## config.mk

```make
export PLATFORM = sky130hd
export DESIGN_NAME = fblo_top
export DESIGN_NICKNAME = d
export VERILOG_FILES = /design/src/hdl/fblo_pkg.sv /design/src/hdl/fblo_sync.sv /design/src/hdl/fblo_top.sv
export SDC_FILE = /design/constraint.sdc
export NUM_CORES = 1
export LEC_CHECK = 0
export BUFFER_PORTS_ARGS = -buffer_cell sky130_fd_sc_hd__buf_2
export CAP_MARGIN = 20
export CELL_PAD_IN_SITES_DETAIL_PLACEMENT = 0
export CELL_PAD_IN_SITES_GLOBAL_PLACEMENT = 1
export CORE_MARGIN = 2
export CORE_UTILIZATION = 45
export CTS_BUF_LIST = sky130_fd_sc_hd__clkbuf_16
export DETAILED_ROUTE_END_ITERATION = 12
export GPL_TIMING_DRIVEN = 0
export PLACE_DENSITY = 0.92
export SYNTH_ARGS = -nofsm -noshare
export SYNTH_HDL_FRONTEND = slang
export SYNTH_SLANG_ARGS = --single-unit
```

## constraint.sdc

```tcl
create_clock -name sys_clk_in -period 17.8 [get_ports sys_clk_in]
set_clock_uncertainty 0.1 [all_clocks]
set_input_delay 3.56 -clock sys_clk_in [delete_from_list [all_inputs] [get_ports sys_clk_in]]
set_output_delay 3.56 -clock sys_clk_in [all_outputs]
set_load 0.005 [all_outputs]
```

## src/hdl/fblo_pkg.sv

```systemverilog
package fblo_pkg;

    // ****************************************
    // Timing
    // ****************************************
    localparam int unsigned CLK_MHZ          = 100;
    localparam int unsigned WATCH_DELAY_ST   = 100;
    localparam int unsigned WATCH_DELAY_CYC  = WATCH_DELAY_ST;
    localparam int unsigned SYNC_STAGES      = 3;

    // ****************************************
    // Serial frame
    // ****************************************
    localparam int unsigned DATA_BITS        = 8;
    localparam int unsigned STOP_BITS        = 1;
    localparam int unsigned LOW_BITS         = 9;
    localparam logic [7:0]  BYTE_ZERO        = 8'h00;
    localparam logic [7:0]  BYTE_ACK         = 8'h55;
    localparam int unsigned CNT_W            = 20;
    localparam int unsigned DIV_W            = 16;
    localparam logic [15:0] DIV_RESET        = 16'h0000;

    // ****************************************
    // Address map
    // ****************************************
    localparam logic [23:0] WORK_LO          = 24'hFF8000;
    localparam logic [23:0] WORK_HI          = 24'hFF87FF;
    localparam logic [23:0] PROG_LO          = 24'hFF8800;
    localparam logic [23:0] PROG_HI          = 24'hFFBFFF;
    localparam logic [23:0] OVL_LO           = 24'hFFA000;
    localparam logic [23:0] OVL_HI           = 24'hFFAFFF;
    localparam logic [23:0] BLK_SPAN         = 24'h001000;
    localparam int unsigned BLK_CNT          = 8;
    localparam logic [7:0]  BLANK_BYTE       = 8'hFF;

    // ****************************************
    // Overlay select word fields
    // ****************************************
    localparam int unsigned OVL_ON_POS       = 3;
    localparam int unsigned OVL_SEL_LSB      = 0;
    localparam logic [7:0]  OVL_RESET        = 8'h00;
    localparam logic [7:0]  OVL_WMASK        = 8'h0F;

    // ****************************************
    // Register offsets
    // ****************************************
    localparam logic [3:0]  OFS_OVL          = 4'h0;
    localparam logic [3:0]  OFS_SCTL         = 4'h1;
    localparam logic [3:0]  OFS_DIV          = 4'h2;
    localparam logic [3:0]  OFS_STAT         = 4'h3;
    localparam logic [3:0]  OFS_FCTL         = 4'h4;
    localparam int unsigned RX_ON_POS        = 4;
    localparam int unsigned TX_ON_POS        = 5;
    localparam int unsigned FPROG_POS        = 0;
    localparam int unsigned FERASE_POS       = 1;

    typedef enum logic [2:0] {
        FBLO_IDLE, FBLO_WAIT, FBLO_MEASURE, FBLO_SEND, FBLO_HANDSHAKE,
        FBLO_LOAD, FBLO_ERASE, FBLO_RUN
    } fblo_state_e;

endpackage

```

## src/hdl/fblo_sync.sv

```systemverilog
`timescale 1ns/1ps
module fblo_sync
    import fblo_pkg::*;
(
    // Clock and reset
    input  wire logic sys_clk_in,
    input  wire logic rst_b_in,
    // Pin
    input  wire logic pin_in,
    output logic      level_out
);
    logic [SYNC_STAGES-1:0] sh_reg;

    always_ff @(posedge sys_clk_in or negedge rst_b_in)
    begin
        if (!rst_b_in)
        begin
            sh_reg    <= '1;
            level_out <= 1'b1;
        end
        else
        begin
            sh_reg <= {sh_reg[SYNC_STAGES-2:0], pin_in};
            if (sh_reg[1] == sh_reg[2])
                level_out <= sh_reg[2];
        end
    end
endmodule

```

## src/hdl/fblo_top.sv

```systemverilog
// Behaviour
// - Measure zero byte low time, set baud
// - Frames are 8N1 both directions
// - Start watching about 100 states after reset
// - Send one zero byte after matching
// - Reserve work RAM FF8000-FF87FF for loader
// - Load program into FF8800-FFBFFF
// - Erase all flash if not blank
// - Clear rx/tx enables, keep divisor, tx high
// - Watchdog reset also exits boot mode
// - Block interrupts during program or erase
// - Support 19200 and 9600 at 8-25MHz
// - Overlay window fixed FFA000-FFAFFF
// - Select word picks one of eight blocks
// - Overlay RAM answers at both addresses
// - Overlay on protects all flash blocks, except the boot-mode erase
// - Clearing overlay restores flash mapping
// - Codes 000-111 map blocks zero to seven
`timescale 1ns/1ps
module fblo_top
    import fblo_pkg::*;
(
    // Clock and reset
    input  wire logic        sys_clk_in,
    input  wire logic        rst_b_in,
    input  wire logic        wdt_reset_in,
    input  wire logic        boot_strap_pins_in,
    // Serial pins
    input  wire logic        rxd_in,
    output logic             txd_out,
    // Register port
    input  wire logic [3:0]  reg_addr_in,
    input  wire logic [15:0] reg_wdata_in,
    input  wire logic        reg_wr_in,
    input  wire logic        reg_rd_in,
    output logic [15:0]      reg_rdata_out,
    // Loader data stream
    input  wire logic [23:0] load_len_in,
    output logic [23:0]      ram_addr_out,
    output logic [7:0]       ram_wdata_out,
    output logic             ram_we_out,
    // Flash status and erase
    input  wire logic        flash_blank_in,
    input  wire logic        erase_done_in,
    output logic             erase_all_out,
    // CPU address remap
    input  wire logic [23:0] cpu_addr_in,
    input  wire logic [23:0] flash_base_in,
    output logic             ovl_hit_out,
    output logic [23:0]      ovl_ram_addr_out,
    output logic             work_area_lock_out,
    // Control outputs
    output logic             pe_protect_out,
    output logic             flash_prog_out,
    output logic             flash_erase_out,
    output logic             irq_block_out,
    output logic             boot_active_out,
    output logic             run_program_out
);

    // ****************************************
    // Registers
    // ****************************************
    fblo_state_e       state_reg;
    fblo_state_e       state_next;
    logic [CNT_W-1:0]  cnt_reg;
    logic [DIV_W-1:0]  baud_divisor_word_reg;
    logic [7:0]        overlay_select_word_reg;
    logic [7:0]        serial_ctrl_word_reg;
    logic [1:0]        flash_ctl_one_reg;
    logic              boot_reg;
    logic              rx_prev_reg;
    logic [DIV_W-1:0]  bit_cnt_reg;
    logic [3:0]        bit_idx_reg;
    logic [9:0]        tx_sh_reg;
    logic              tx_busy_reg;
    logic [7:0]        rx_sh_reg;
    logic              rx_busy_reg;
    logic              rx_done_reg;
    logic [23:0]       load_idx_reg;
    logic [15:0]       rdata_reg;
    logic              rx_lvl;
    logic              wdt_exit_reg;

    fblo_sync u_rx_sync
    (
        .sys_clk_in (sys_clk_in),
        .rst_b_in   (rst_b_in),
        .pin_in     (rxd_in),
        .level_out  (rx_lvl)
    );

    // ****************************************
    // Decode
    // ****************************************
    wire       rx_fall   = rx_prev_reg & ~rx_lvl;
    wire       rx_rise   = ~rx_prev_reg & rx_lvl;
    wire       ovl_on    = overlay_select_word_reg[OVL_ON_POS];
    wire [2:0] ovl_blk   = overlay_select_word_reg[OVL_SEL_LSB +: 3];
    wire [DIV_W-1:0] half_div = {1'b0, baud_divisor_word_reg[DIV_W-1:1]};
    wire       bit_tick  = (bit_cnt_reg == baud_divisor_word_reg);
    wire       half_tick = (bit_cnt_reg == half_div);
    wire       rx_on     = serial_ctrl_word_reg[RX_ON_POS];
    wire       tx_on     = serial_ctrl_word_reg[TX_ON_POS];
    wire       sel_ovl   = reg_addr_in == OFS_OVL;
    wire       sel_sctl  = reg_addr_in == OFS_SCTL;
    wire       sel_div   = reg_addr_in == OFS_DIV;
    wire       sel_stat  = reg_addr_in == OFS_STAT;
    wire       sel_fctl  = reg_addr_in == OFS_FCTL;
    wire [23:0] blk_lo   = flash_base_in + BLK_SPAN * {21'h0, ovl_blk};
    wire [23:0] blk_off  = cpu_addr_in - blk_lo;
    wire        in_blk   = (cpu_addr_in >= blk_lo) && (blk_off < BLK_SPAN);
    wire        in_win   = (cpu_addr_in >= OVL_LO) && (cpu_addr_in <= OVL_HI);
    wire        pe_req   = boot_reg && (state_reg == FBLO_ERASE);

    // ****************************************
    // Register read and write
    // ****************************************
    wire [15:0] rd_mux =
        sel_ovl  ? {8'h00, overlay_select_word_reg} :
        sel_sctl ? {8'h00, serial_ctrl_word_reg} :
        sel_div  ? baud_divisor_word_reg :
        sel_stat ? {12'h000, boot_reg, rx_lvl, tx_busy_reg, rx_busy_reg} :
        sel_fctl ? {14'h0, flash_ctl_one_reg} : 16'h0000;

    always_ff @(posedge sys_clk_in or negedge rst_b_in)
    begin
        if (!rst_b_in)
            rdata_reg <= 16'h0000;
        else if (reg_rd_in)
            rdata_reg <= rd_mux;
        else
            rdata_reg <= 16'h0000;
    end
    assign reg_rdata_out = rdata_reg;

    always_ff @(posedge sys_clk_in or negedge rst_b_in)
    begin
        if (!rst_b_in)
        begin
            overlay_select_word_reg <= OVL_RESET;
            flash_ctl_one_reg       <= 2'b00;
        end
        else if (wdt_reset_in)
        begin
            overlay_select_word_reg <= OVL_RESET;
            flash_ctl_one_reg       <= 2'b00;
        end
        else if (reg_wr_in && sel_ovl)
            overlay_select_word_reg <= reg_wdata_in[7:0] & OVL_WMASK;
        else if (reg_wr_in && sel_fctl)
            flash_ctl_one_reg <= reg_wdata_in[1:0];
    end

    // ****************************************
    // Overlay and protection
    // ****************************************
    assign ovl_hit_out      = ovl_on && (in_blk || in_win);
    assign ovl_ram_addr_out = (ovl_on && in_blk) ? (OVL_LO + blk_off) : cpu_addr_in;
    assign pe_protect_out   = ovl_on;
    assign flash_prog_out   = flash_ctl_one_reg[FPROG_POS] && !ovl_on;
    assign flash_erase_out  = (flash_ctl_one_reg[FERASE_POS] && !ovl_on) || pe_req;
    assign irq_block_out    = boot_reg || flash_prog_out || flash_erase_out;
    assign work_area_lock_out = boot_reg && (state_reg != FBLO_RUN)
                                && (cpu_addr_in >= WORK_LO) && (cpu_addr_in <= WORK_HI);
    assign boot_active_out  = boot_reg;
    assign run_program_out  = state_reg == FBLO_RUN;
    assign erase_all_out    = pe_req;

    // ****************************************
    // Boot sequencer
    // ****************************************
    always_comb
    begin
        state_next = state_reg;
        case (state_reg)
            FBLO_IDLE:      state_next = FBLO_WAIT;
            FBLO_WAIT:      if (cnt_reg == CNT_W'(WATCH_DELAY_CYC))
                                state_next = FBLO_MEASURE;
            FBLO_MEASURE:   if (rx_rise && cnt_reg != '0)
                                state_next = FBLO_SEND;
            FBLO_SEND:      if (!tx_busy_reg && bit_idx_reg == 4'hF)
                                state_next = FBLO_HANDSHAKE;
            FBLO_HANDSHAKE: if (rx_done_reg && rx_sh_reg == BYTE_ACK)
                                state_next = FBLO_LOAD;
            FBLO_LOAD:      if (load_idx_reg == load_len_in
                                || load_idx_reg == PROG_HI - PROG_LO + 24'h1)
                                state_next = flash_blank_in ? FBLO_RUN : FBLO_ERASE;
            FBLO_ERASE:     if (erase_done_in)
                                state_next = FBLO_RUN;
            FBLO_RUN:       state_next = FBLO_RUN;
            default:        state_next = FBLO_IDLE;
        endcase
    end

    always_ff @(posedge sys_clk_in or negedge rst_b_in)
    begin
        if (!rst_b_in)
        begin
            state_reg    <= FBLO_IDLE;
            boot_reg     <= 1'b0;
            wdt_exit_reg <= 1'b0;
        end
        else if (wdt_reset_in)
        begin
            state_reg    <= FBLO_IDLE;
            boot_reg     <= 1'b0;
            wdt_exit_reg <= 1'b1;
        end
        else
        begin
            state_reg <= boot_reg ? state_next : FBLO_IDLE;
            if (state_reg == FBLO_IDLE && rx_prev_reg == rx_lvl)
                boot_reg <= boot_strap_pins_in && !wdt_exit_reg;
        end
    end

    // ****************************************
    // Rate measurement
    // ****************************************
    always_ff @(posedge sys_clk_in or negedge rst_b_in)
    begin
        if (!rst_b_in)
        begin
            cnt_reg               <= '0;
            baud_divisor_word_reg <= DIV_RESET;
            rx_prev_reg           <= 1'b1;
        end
        else
        begin
            rx_prev_reg <= rx_lvl;
            if (state_reg == FBLO_WAIT)
                cnt_reg <= (state_next == FBLO_MEASURE) ? '0 : cnt_reg + CNT_W'(1);
            else if (state_reg == FBLO_MEASURE)
            begin
                if (rx_fall)
                    cnt_reg <= CNT_W'(1);
                else if (!rx_lvl && cnt_reg != '0)
                    cnt_reg <= cnt_reg + CNT_W'(1);
                else if (rx_rise && cnt_reg != '0)
                    baud_divisor_word_reg <= DIV_W'(cnt_reg / LOW_BITS);
            end
            else
                cnt_reg <= '0;
        end
    end

    // ****************************************
    // Serial engine, 8N1
    // ****************************************
    always_ff @(posedge sys_clk_in or negedge rst_b_in)
    begin
        if (!rst_b_in)
        begin
            serial_ctrl_word_reg <= 8'h00;
            tx_sh_reg   <= 10'h3FF;
            tx_busy_reg <= 1'b0;
            bit_cnt_reg <= '0;
            bit_idx_reg <= 4'h0;
            rx_sh_reg   <= 8'h00;
            rx_busy_reg <= 1'b0;
            rx_done_reg <= 1'b0;
        end
        else
        begin
            rx_done_reg <= 1'b0;
            if (state_reg == FBLO_RUN)
                serial_ctrl_word_reg <= 8'h00;
            else if (state_reg == FBLO_SEND && !tx_busy_reg && bit_idx_reg == 4'h0)
            begin
                serial_ctrl_word_reg[TX_ON_POS] <= 1'b1;
                serial_ctrl_word_reg[RX_ON_POS] <= 1'b1;
                tx_sh_reg   <= {1'b1, BYTE_ZERO, 1'b0};
                tx_busy_reg <= 1'b1;
                bit_cnt_reg <= '0;
            end
            else if (tx_busy_reg)
            begin
                bit_cnt_reg <= bit_tick ? '0 : bit_cnt_reg + DIV_W'(1);
                if (bit_tick)
                begin
                    tx_sh_reg   <= {1'b1, tx_sh_reg[9:1]};
                    bit_idx_reg <= bit_idx_reg + 4'h1;
                    if (bit_idx_reg == 4'(DATA_BITS + STOP_BITS))
                    begin
                        tx_busy_reg <= 1'b0;
                        bit_idx_reg <= 4'hF;
                    end
                end
            end
            else if (rx_on && !rx_busy_reg && rx_fall)
            begin
                rx_busy_reg <= 1'b1;
                bit_cnt_reg <= '0;
                bit_idx_reg <= 4'h0;
            end
            else if (rx_busy_reg)
            begin
                bit_cnt_reg <= bit_tick ? '0 : bit_cnt_reg + DIV_W'(1);
                if (bit_idx_reg == 4'h0 ? half_tick : bit_tick)
                begin
                    bit_cnt_reg <= '0;
                    bit_idx_reg <= bit_idx_reg + 4'h1;
                    if (bit_idx_reg != 4'h0 && bit_idx_reg <= 4'(DATA_BITS))
                        rx_sh_reg <= {rx_lvl, rx_sh_reg[7:1]};
                    if (bit_idx_reg == 4'(DATA_BITS + STOP_BITS))
                    begin
                        rx_busy_reg <= 1'b0;
                        rx_done_reg <= rx_lvl;
                    end
                end
            end
        end
    end
    assign txd_out = tx_sh_reg[0] | ~tx_busy_reg;

    // ****************************************
    // Program load into RAM
    // ****************************************
    always_ff @(posedge sys_clk_in or negedge rst_b_in)
    begin
        if (!rst_b_in)
        begin
            load_idx_reg  <= 24'h0;
            ram_addr_out  <= PROG_LO;
            ram_wdata_out <= 8'h00;
            ram_we_out    <= 1'b0;
        end
        else
        begin
            ram_we_out <= 1'b0;
            if (state_reg == FBLO_LOAD && rx_done_reg)
            begin
                ram_addr_out  <= PROG_LO + load_idx_reg;
                ram_wdata_out <= rx_sh_reg;
                ram_we_out    <= 1'b1;
                load_idx_reg  <= load_idx_reg + 24'h1;
            end
        end
    end

endmodule

```

Word level (Yosys, flattened, before mapping)
Index checks and enable logic that the tools add are counted.
- output and inout bits: 83
- input port bits: 101
- register bits after elaboration: 172
- multiplexer cells: 62
- divide/modulo/power cells: 1
- add/sub/neg operators: 8
- bitwise gates (word level): 12
- order comparisons: 7
- eq/ne operators: 26
- reductions and logical operators: 55
- operator list (kind ; count):
    2-to-1 mux 16 bit ; 10
    2-to-1 mux 20 bit ; 5
    adder 24 bit, first input constant ; 2
    >= comparator 24 bit, second input constant ; 2
    <= comparator 24 bit, second input constant ; 2
    divider 20 x 4 -> 32 bit, second input constant ; 1
    2-to-1 mux 10 bit ; 3
    2-to-1 mux 4 bit ; 7
    adder 24 x 1 -> 24 bit, second input constant ; 1
    adder 24 x 15 -> 24 bit ; 1
    equality test 24 x 14 -> 1 bit, second input constant ; 1
    equality test 24 bit ; 1
    >= comparator 24 bit ; 1
    logical AND 1 bit ; 24
    less-than comparator 24 x 13 -> 1 bit, second input constant ; 1
    2-to-1 mux 24 bit ; 1
    2-to-1 mux 3 bit ; 8
    one-hot mux 3 bit (8 select lines) ; 1
    subtractor 24 bit ; 1
    adder 20 x 1 -> 20 bit, second input constant ; 1
    equality test 20 x 7 -> 1 bit, second input constant ; 1
    nonzero test 20 bit ; 1
    2-to-1 mux 1 bit ; 19
    adder 16 x 1 -> 16 bit, second input constant ; 1
    other kinds (33) ; 75

Longest topological paths before layout
- depth after elaboration: 8
- mapped depth: 31
- gate-level depth less buffers: 28

Modules after synthesis
From an unflattened synthesis, not the netlist that was laid out.
- cell total of the unflattened synthesis: 1510
- area, all modules: 12619.6 µm²
- by module, submodules not included (module ; instances ; cells an instance ; area each (µm²) ; sequential area each (µm²)):
    fblo_top ; 1 ; 1505 ; 12503.2 ; 4078.9
    fblo_sync ; 1 ; 5 ; 116.4 ; 105.1

Least setup slack after synthesis
No wires, ideal clock.
- kind: input port to output port
- start: input port cpu_addr_in[0]
- end: output port ovl_ram_addr_out[10]
- arrival time: 8264 ps
- stages: 29
- setup slack: 5876 ps
- data required time: 14140 ps
- cells stage by stage: inv_1 > ha_1 > fa_1 > nor2b_1 > o21ai_0 > a21boi_0 > o21ai_0 > a21boi_0 > o21ai_0 > a21boi_0 > o21ai_0 > a21boi_0 > o21ai_0 > a21oi_1 > o21ai_0 > a21boi_0 > o21ai_0 > a21boi_0 > o21a_1 > o21a_1 > o21ai_0 > nor2b_1 > o21ai_0 > a21oi_1 > xnor2_1 > nor3_1 > o21ai_1 > clkbuf_1 > mux2_2
- longest elaborated chain between the ends: 5
- elaborated cells between the ends (all ways): 7
- ends and longest elaborated chain (element ; RTL line ; text):
    start, declared ; fblo_top.sv:47 ; input wire logic [23:0] cpu_addr_in,
    subtractor 24 bit ; fblo_top.sv:111 ; wire [23:0] blk_off = cpu_addr_in - blk_lo;
    less-than comparator 24 x 13 -> 1 bit ; fblo_top.sv:112 ; wire in_blk = (cpu_addr_in >= blk_lo) && (blk_off < BLK_SPAN);
    logical AND 1 bit ; fblo_top.sv:112 ;
    logical AND 1 bit ; fblo_top.sv:159 ; assign ovl_ram_addr_out = (ovl_on && in_blk) ? (OVL_LO + blk_off) : cpu_addr_in;
    2-to-1 mux 24 bit (*) ; fblo_top.sv:159 ;
    end, declared ; fblo_top.sv:50 ; output logic [23:0] ovl_ram_addr_out,
Mark *: on every way between the ends. The rest lies on a longest branch, timed or not.

Worst setup path in the final report
- start: input port flash_base_in[1]
- end: output port ovl_ram_addr_out[11]
- longest elaborated chain between the ends: 6
- elaborated cells between the ends (all ways): 8
- ends and longest elaborated chain (element ; RTL line ; text):
    start, declared ; fblo_top.sv:48 ; input wire logic [23:0] flash_base_in,
    adder 24 x 15 -> 24 bit (*) ; fblo_top.sv:110 ; wire [23:0] blk_lo = flash_base_in + BLK_SPAN * {21'h0, ovl_blk};
    subtractor 24 bit ; fblo_top.sv:111 ;
    less-than comparator 24 x 13 -> 1 bit ; fblo_top.sv:112 ;
    logical AND 1 bit ; fblo_top.sv:112 ;
    logical AND 1 bit ; fblo_top.sv:159 ;
    2-to-1 mux 24 bit (*) ; fblo_top.sv:159 ;
Marks and branches as above.

==> flow_metrics.env <==
export IMPL_grt_use_met2_pct=38.3
export IMPL_row_count=61
export IMPL_grt_use_met1_pct=31.6
export IMPL_hold_path_class="reg -> reg"
export IMPL_clockBufferDepth=2
export IMPL_grt_pass1_vias=10944
export IMPL_power_mw=0.845
export IMPL_cp_required_ns=14.14
export IMPL_drive_above_1_share_pct=18.9
export IMPL_ctsResizeCount=0
export IMPL_grt_pass1_wl_microns=55100
export IMPL_drt_iter0_drc=708
export IMPL_r2r_end="baud_divisor_word_reg[0]"
export IMPL_busiest_layer="met2"
export IMPL_ys_seq_area_share_pct=33.2
export IMPL_ff2ff_setup_slack_ns=9.72
export IMPL_cpMostUsedCell="o21ai_0"
export IMPL_grt_util_met3_pct=2.90
export IMPL_via_count=11651
export IMPL_crit_start="flash_base_in[1]"
export IMPL_max_stage_delay_ns=0.60
export IMPL_fmax_mhz=73.3
export IMPL_finalWirelength_microns=33900
export IMPL_relSlewSlack_pct=31.2
export IMPL_status="complete, no violations"
export IMPL_path_class="in -> out"
export IMPL_final_setup_tns_ns=0
export IMPL_hold_viol_final=0
export IMPL_hp_start="u_rx_sync.sh_reg[0]"
export IMPL_netlist_area_sq_um=12600
export IMPL_drc=0
export IMPL_track_usage_pct=23.1
export IMPL_initial_utilization_pct=45.5
export IMPL_yosysWarnings=0
export IMPL_rsz0062_at_grt="false"
export IMPL_clock_sinks=166
export IMPL_period_needed_ns=13.64
export IMPL_setup_viol=0
export IMPL_ctsHtreeMaxLevel=4
export IMPL_yosysUniqueCellTypes=105
export IMPL_first_pass_iters=5
export IMPL_critPathMaxFanout=10
export IMPL_drv_slew=0
export IMPL_antenna_found_initial=2
export IMPL_viasPerCell=5.57
export IMPL_crit_arrival_ns=9.98
export IMPL_r2r_cells=29
export IMPL_dieArea_sq_um=29300
export IMPL_cpMaxStageDelayCell="clkbuf_1"
export IMPL_ir_drop_mv=0.0464
export IMPL_detail_route_antenna_nets=0
export IMPL_synth_avg_cell_area_sq_um=8.34
export IMPL_cts_tree="built"
export IMPL_hold_end="u_rx_sync.sh_reg[1]"
export IMPL_worst_path_buf_inv=4
export IMPL_synth_flop_cell="dfrtp_1"
export IMPL_die_w_microns=171
export IMPL_die_y_microns=171
export IMPL_syn_nets=1655
export IMPL_critPathTopFamily="compound AO/OA/AOI/OAI gates"
export IMPL_min_period_over_period_pct=76.6
export IMPL_worstMarginPinSlew_ns=1.02
export IMPL_r2r_start="cnt_reg[17]"
export IMPL_syn_instance_count=1510
export IMPL_overflow=0
export IMPL_dpl_hpwl_microns=25900
export IMPL_cp_end_kind="output port"
export IMPL_p_leak_nw=6.69
export IMPL_clkTransAtPathRegs_ns=0.08
export IMPL_drv_cap=0
export IMPL_root_buffer="clkbuf_16"
export IMPL_numCtsBuffers=17
export IMPL_clk_latency_ns=0.45
export IMPL_ios=184
export IMPL_async_flop_share_pct=100
export IMPL_ys_ff_latch=166
export IMPL_fin_nets=1844
export IMPL_area_delta_synth_final_pct=15.9
export IMPL_p_per_area_nw_per_um2=57.9
export IMPL_holdPathStages=0
export IMPL_grt_max_degree=106
export IMPL_post_cts_buffers=0
export IMPL_synth_edf_count=0
export IMPL_post_drt_wl_per_cell_microns=16.2
export IMPL_io_buffers=169
export IMPL_cts_hold_buf=0
export IMPL_routabilityCongestion=0.891
export IMPL_worstSetupStartpointType="input pin"
export IMPL_core_area_sq_um=27700
-- cells by family (layout without fill, tap and decap cells) --
kind of cell / Yosys count / in the layout / synth area share [%]
and+or+nand+nor: 623 / 623 / 25.0
AOI/OAI and AO/OA: 359 / 359 / 20.0
DFF: 166 / 166 / 33.2
buffers and inverters: 152 / 354 / 4.92
xor gates and xnor gates: 120 / 120 / 8.45
adders and majority gates: 47 / 47 / 4.75
muxes: 43 / 43 / 3.68
other: 0 / 1 / 0
-- placed cells by master (no fill, tap or decap), drive strengths merged, types with 35 or more instances in the layout --
cell    netlist  layout
a21oi        53      53
nand2       203     203
xnor2        84      84
nor2        125     125
inv          69      78
nand4        35      35
dfrtp       142     142
clkbuf       64      81
ha           42      42
nand3        47      47
xor2         35      35
buf          18     188
o21ai       111     111
-- how the worst max path moves through the flow --
stage,to,slack [ns],depth (start not counted)
5_1_grt,ovl_ram_addr_out[11],3.35,30
6_report,ovl_ram_addr_out[11],4.16,30
2_1_floorplan,ovl_ram_addr_out[10],5.88,29
3_3_place_gp,ovl_ram_addr_out[11],4.41,30
4_1_cts,ovl_ram_addr_out[11],4.27,30
3_5_place_dp,ovl_ram_addr_out[11],4.35,30
-- worst reg2reg max path, delay by kind of cell, from the launching register on --
kind,cells,cell delay (ns)
buffers and inverters,3,0.60
AND/OR/NAND/NOR,8,1.71
adder cells (fa/ha/maj),1,0.22
multiplexers,2,0.58
AO/OA/AOI/OAI,15,4.31
flip-flops,1,0.46
-- cell usage after synthesis, types with 11 or more instances --
cell type / count / share of area [%]
a211o_1: 11 / 0.76
a21boi_0: 15 / 0.89
a21oi_1: 51 / 2.0
a22o_1: 11 / 0.76
a31oi_1: 17 / 0.84
and2_1: 19 / 0.94
and3_1: 33 / 1.6
clkbuf_1: 64 / 1.9
dfrtp_1: 142 / 28
dfstp_2: 24 / 5.0
ha_1: 42 / 4.2
inv_1: 68 / 2.0
mux2_2: 26 / 2.3
mux2i_1: 17 / 1.4
nand2_1: 203 / 6.1
nand2b_1: 27 / 1.3
nand3_1: 47 / 1.9
nand4_1: 35 / 1.7
nor2_1: 124 / 3.7
nor2b_1: 12 / 0.60
nor3_1: 17 / 0.68
nor4_1: 25 / 1.2
o211ai_1: 15 / 0.89
o21a_1: 16 / 0.95
o21ai_0: 101 / 4.0
o31ai_1: 13 / 0.77
xnor2_1: 84 / 5.8
xor2_1: 35 / 2.4
-- per-stage QoR --
| step | setup WS, ns | std cells | util (%) | hold WS, ns | cell area (sq um) |
|---|---|---|---|---|---|
| 2_1_floorplan | 5.88 | 1510 | - | 0.245 | 12600 |
| 3_3_place_gp | 4.41 | 2057 | 50.2 | 0.255 | 13900 |
| 3_5_place_dp | 4.35 | 2058 | 50.4 | 0.260 | 14000 |
| 4_1_cts | 4.27 | 2090 | 52.7 | 0.272 | 14600 |
| 5_1_grt | 3.35 | 2091 | 52.7 | 0.274 | 14600 |
| 6_report | 4.16 | 2091 | 52.7 | 0.269 | 14600 |
-- where the power goes --
| part | switching, mW | internal [mW] | total (mW) | leakage, nW |
|---|---|---|---|---|
| Sequential | 0.00111 | 0.379 | 0.380 | 2.23 |
| Combinational | 0.0416 | 0.0317 | 0.0733 | 4.16 |
| Clock | 0.195 | 0.197 | 0.392 | 0.307 |
| Total | 0.238 | 0.607 | 0.845 | 6.69 |
-- metal layers --
metal | vias up | wire [microns]
met3 | 44 | 1480
li1 | 5766 | -
met5 | - | 0
met4 | 0 | 619
met2 | 282 | 15800
met1 | 5559 | 15900
-- final cells by class --
class / instances / area (sq um)
fillers: 2625 / 13100
multi-input cells: 1192 / 7790
flip-flops and latches: 166 / 4180
repair buffers: 170 / 883
well taps: 378 / 473
clock buffers: 17 / 425
plain buffers: 82 / 357
inverters: 70 / 263
clock inverters: 15 / 214
diodes: 1 / 2.50
(Power assumes the default switching activity.)
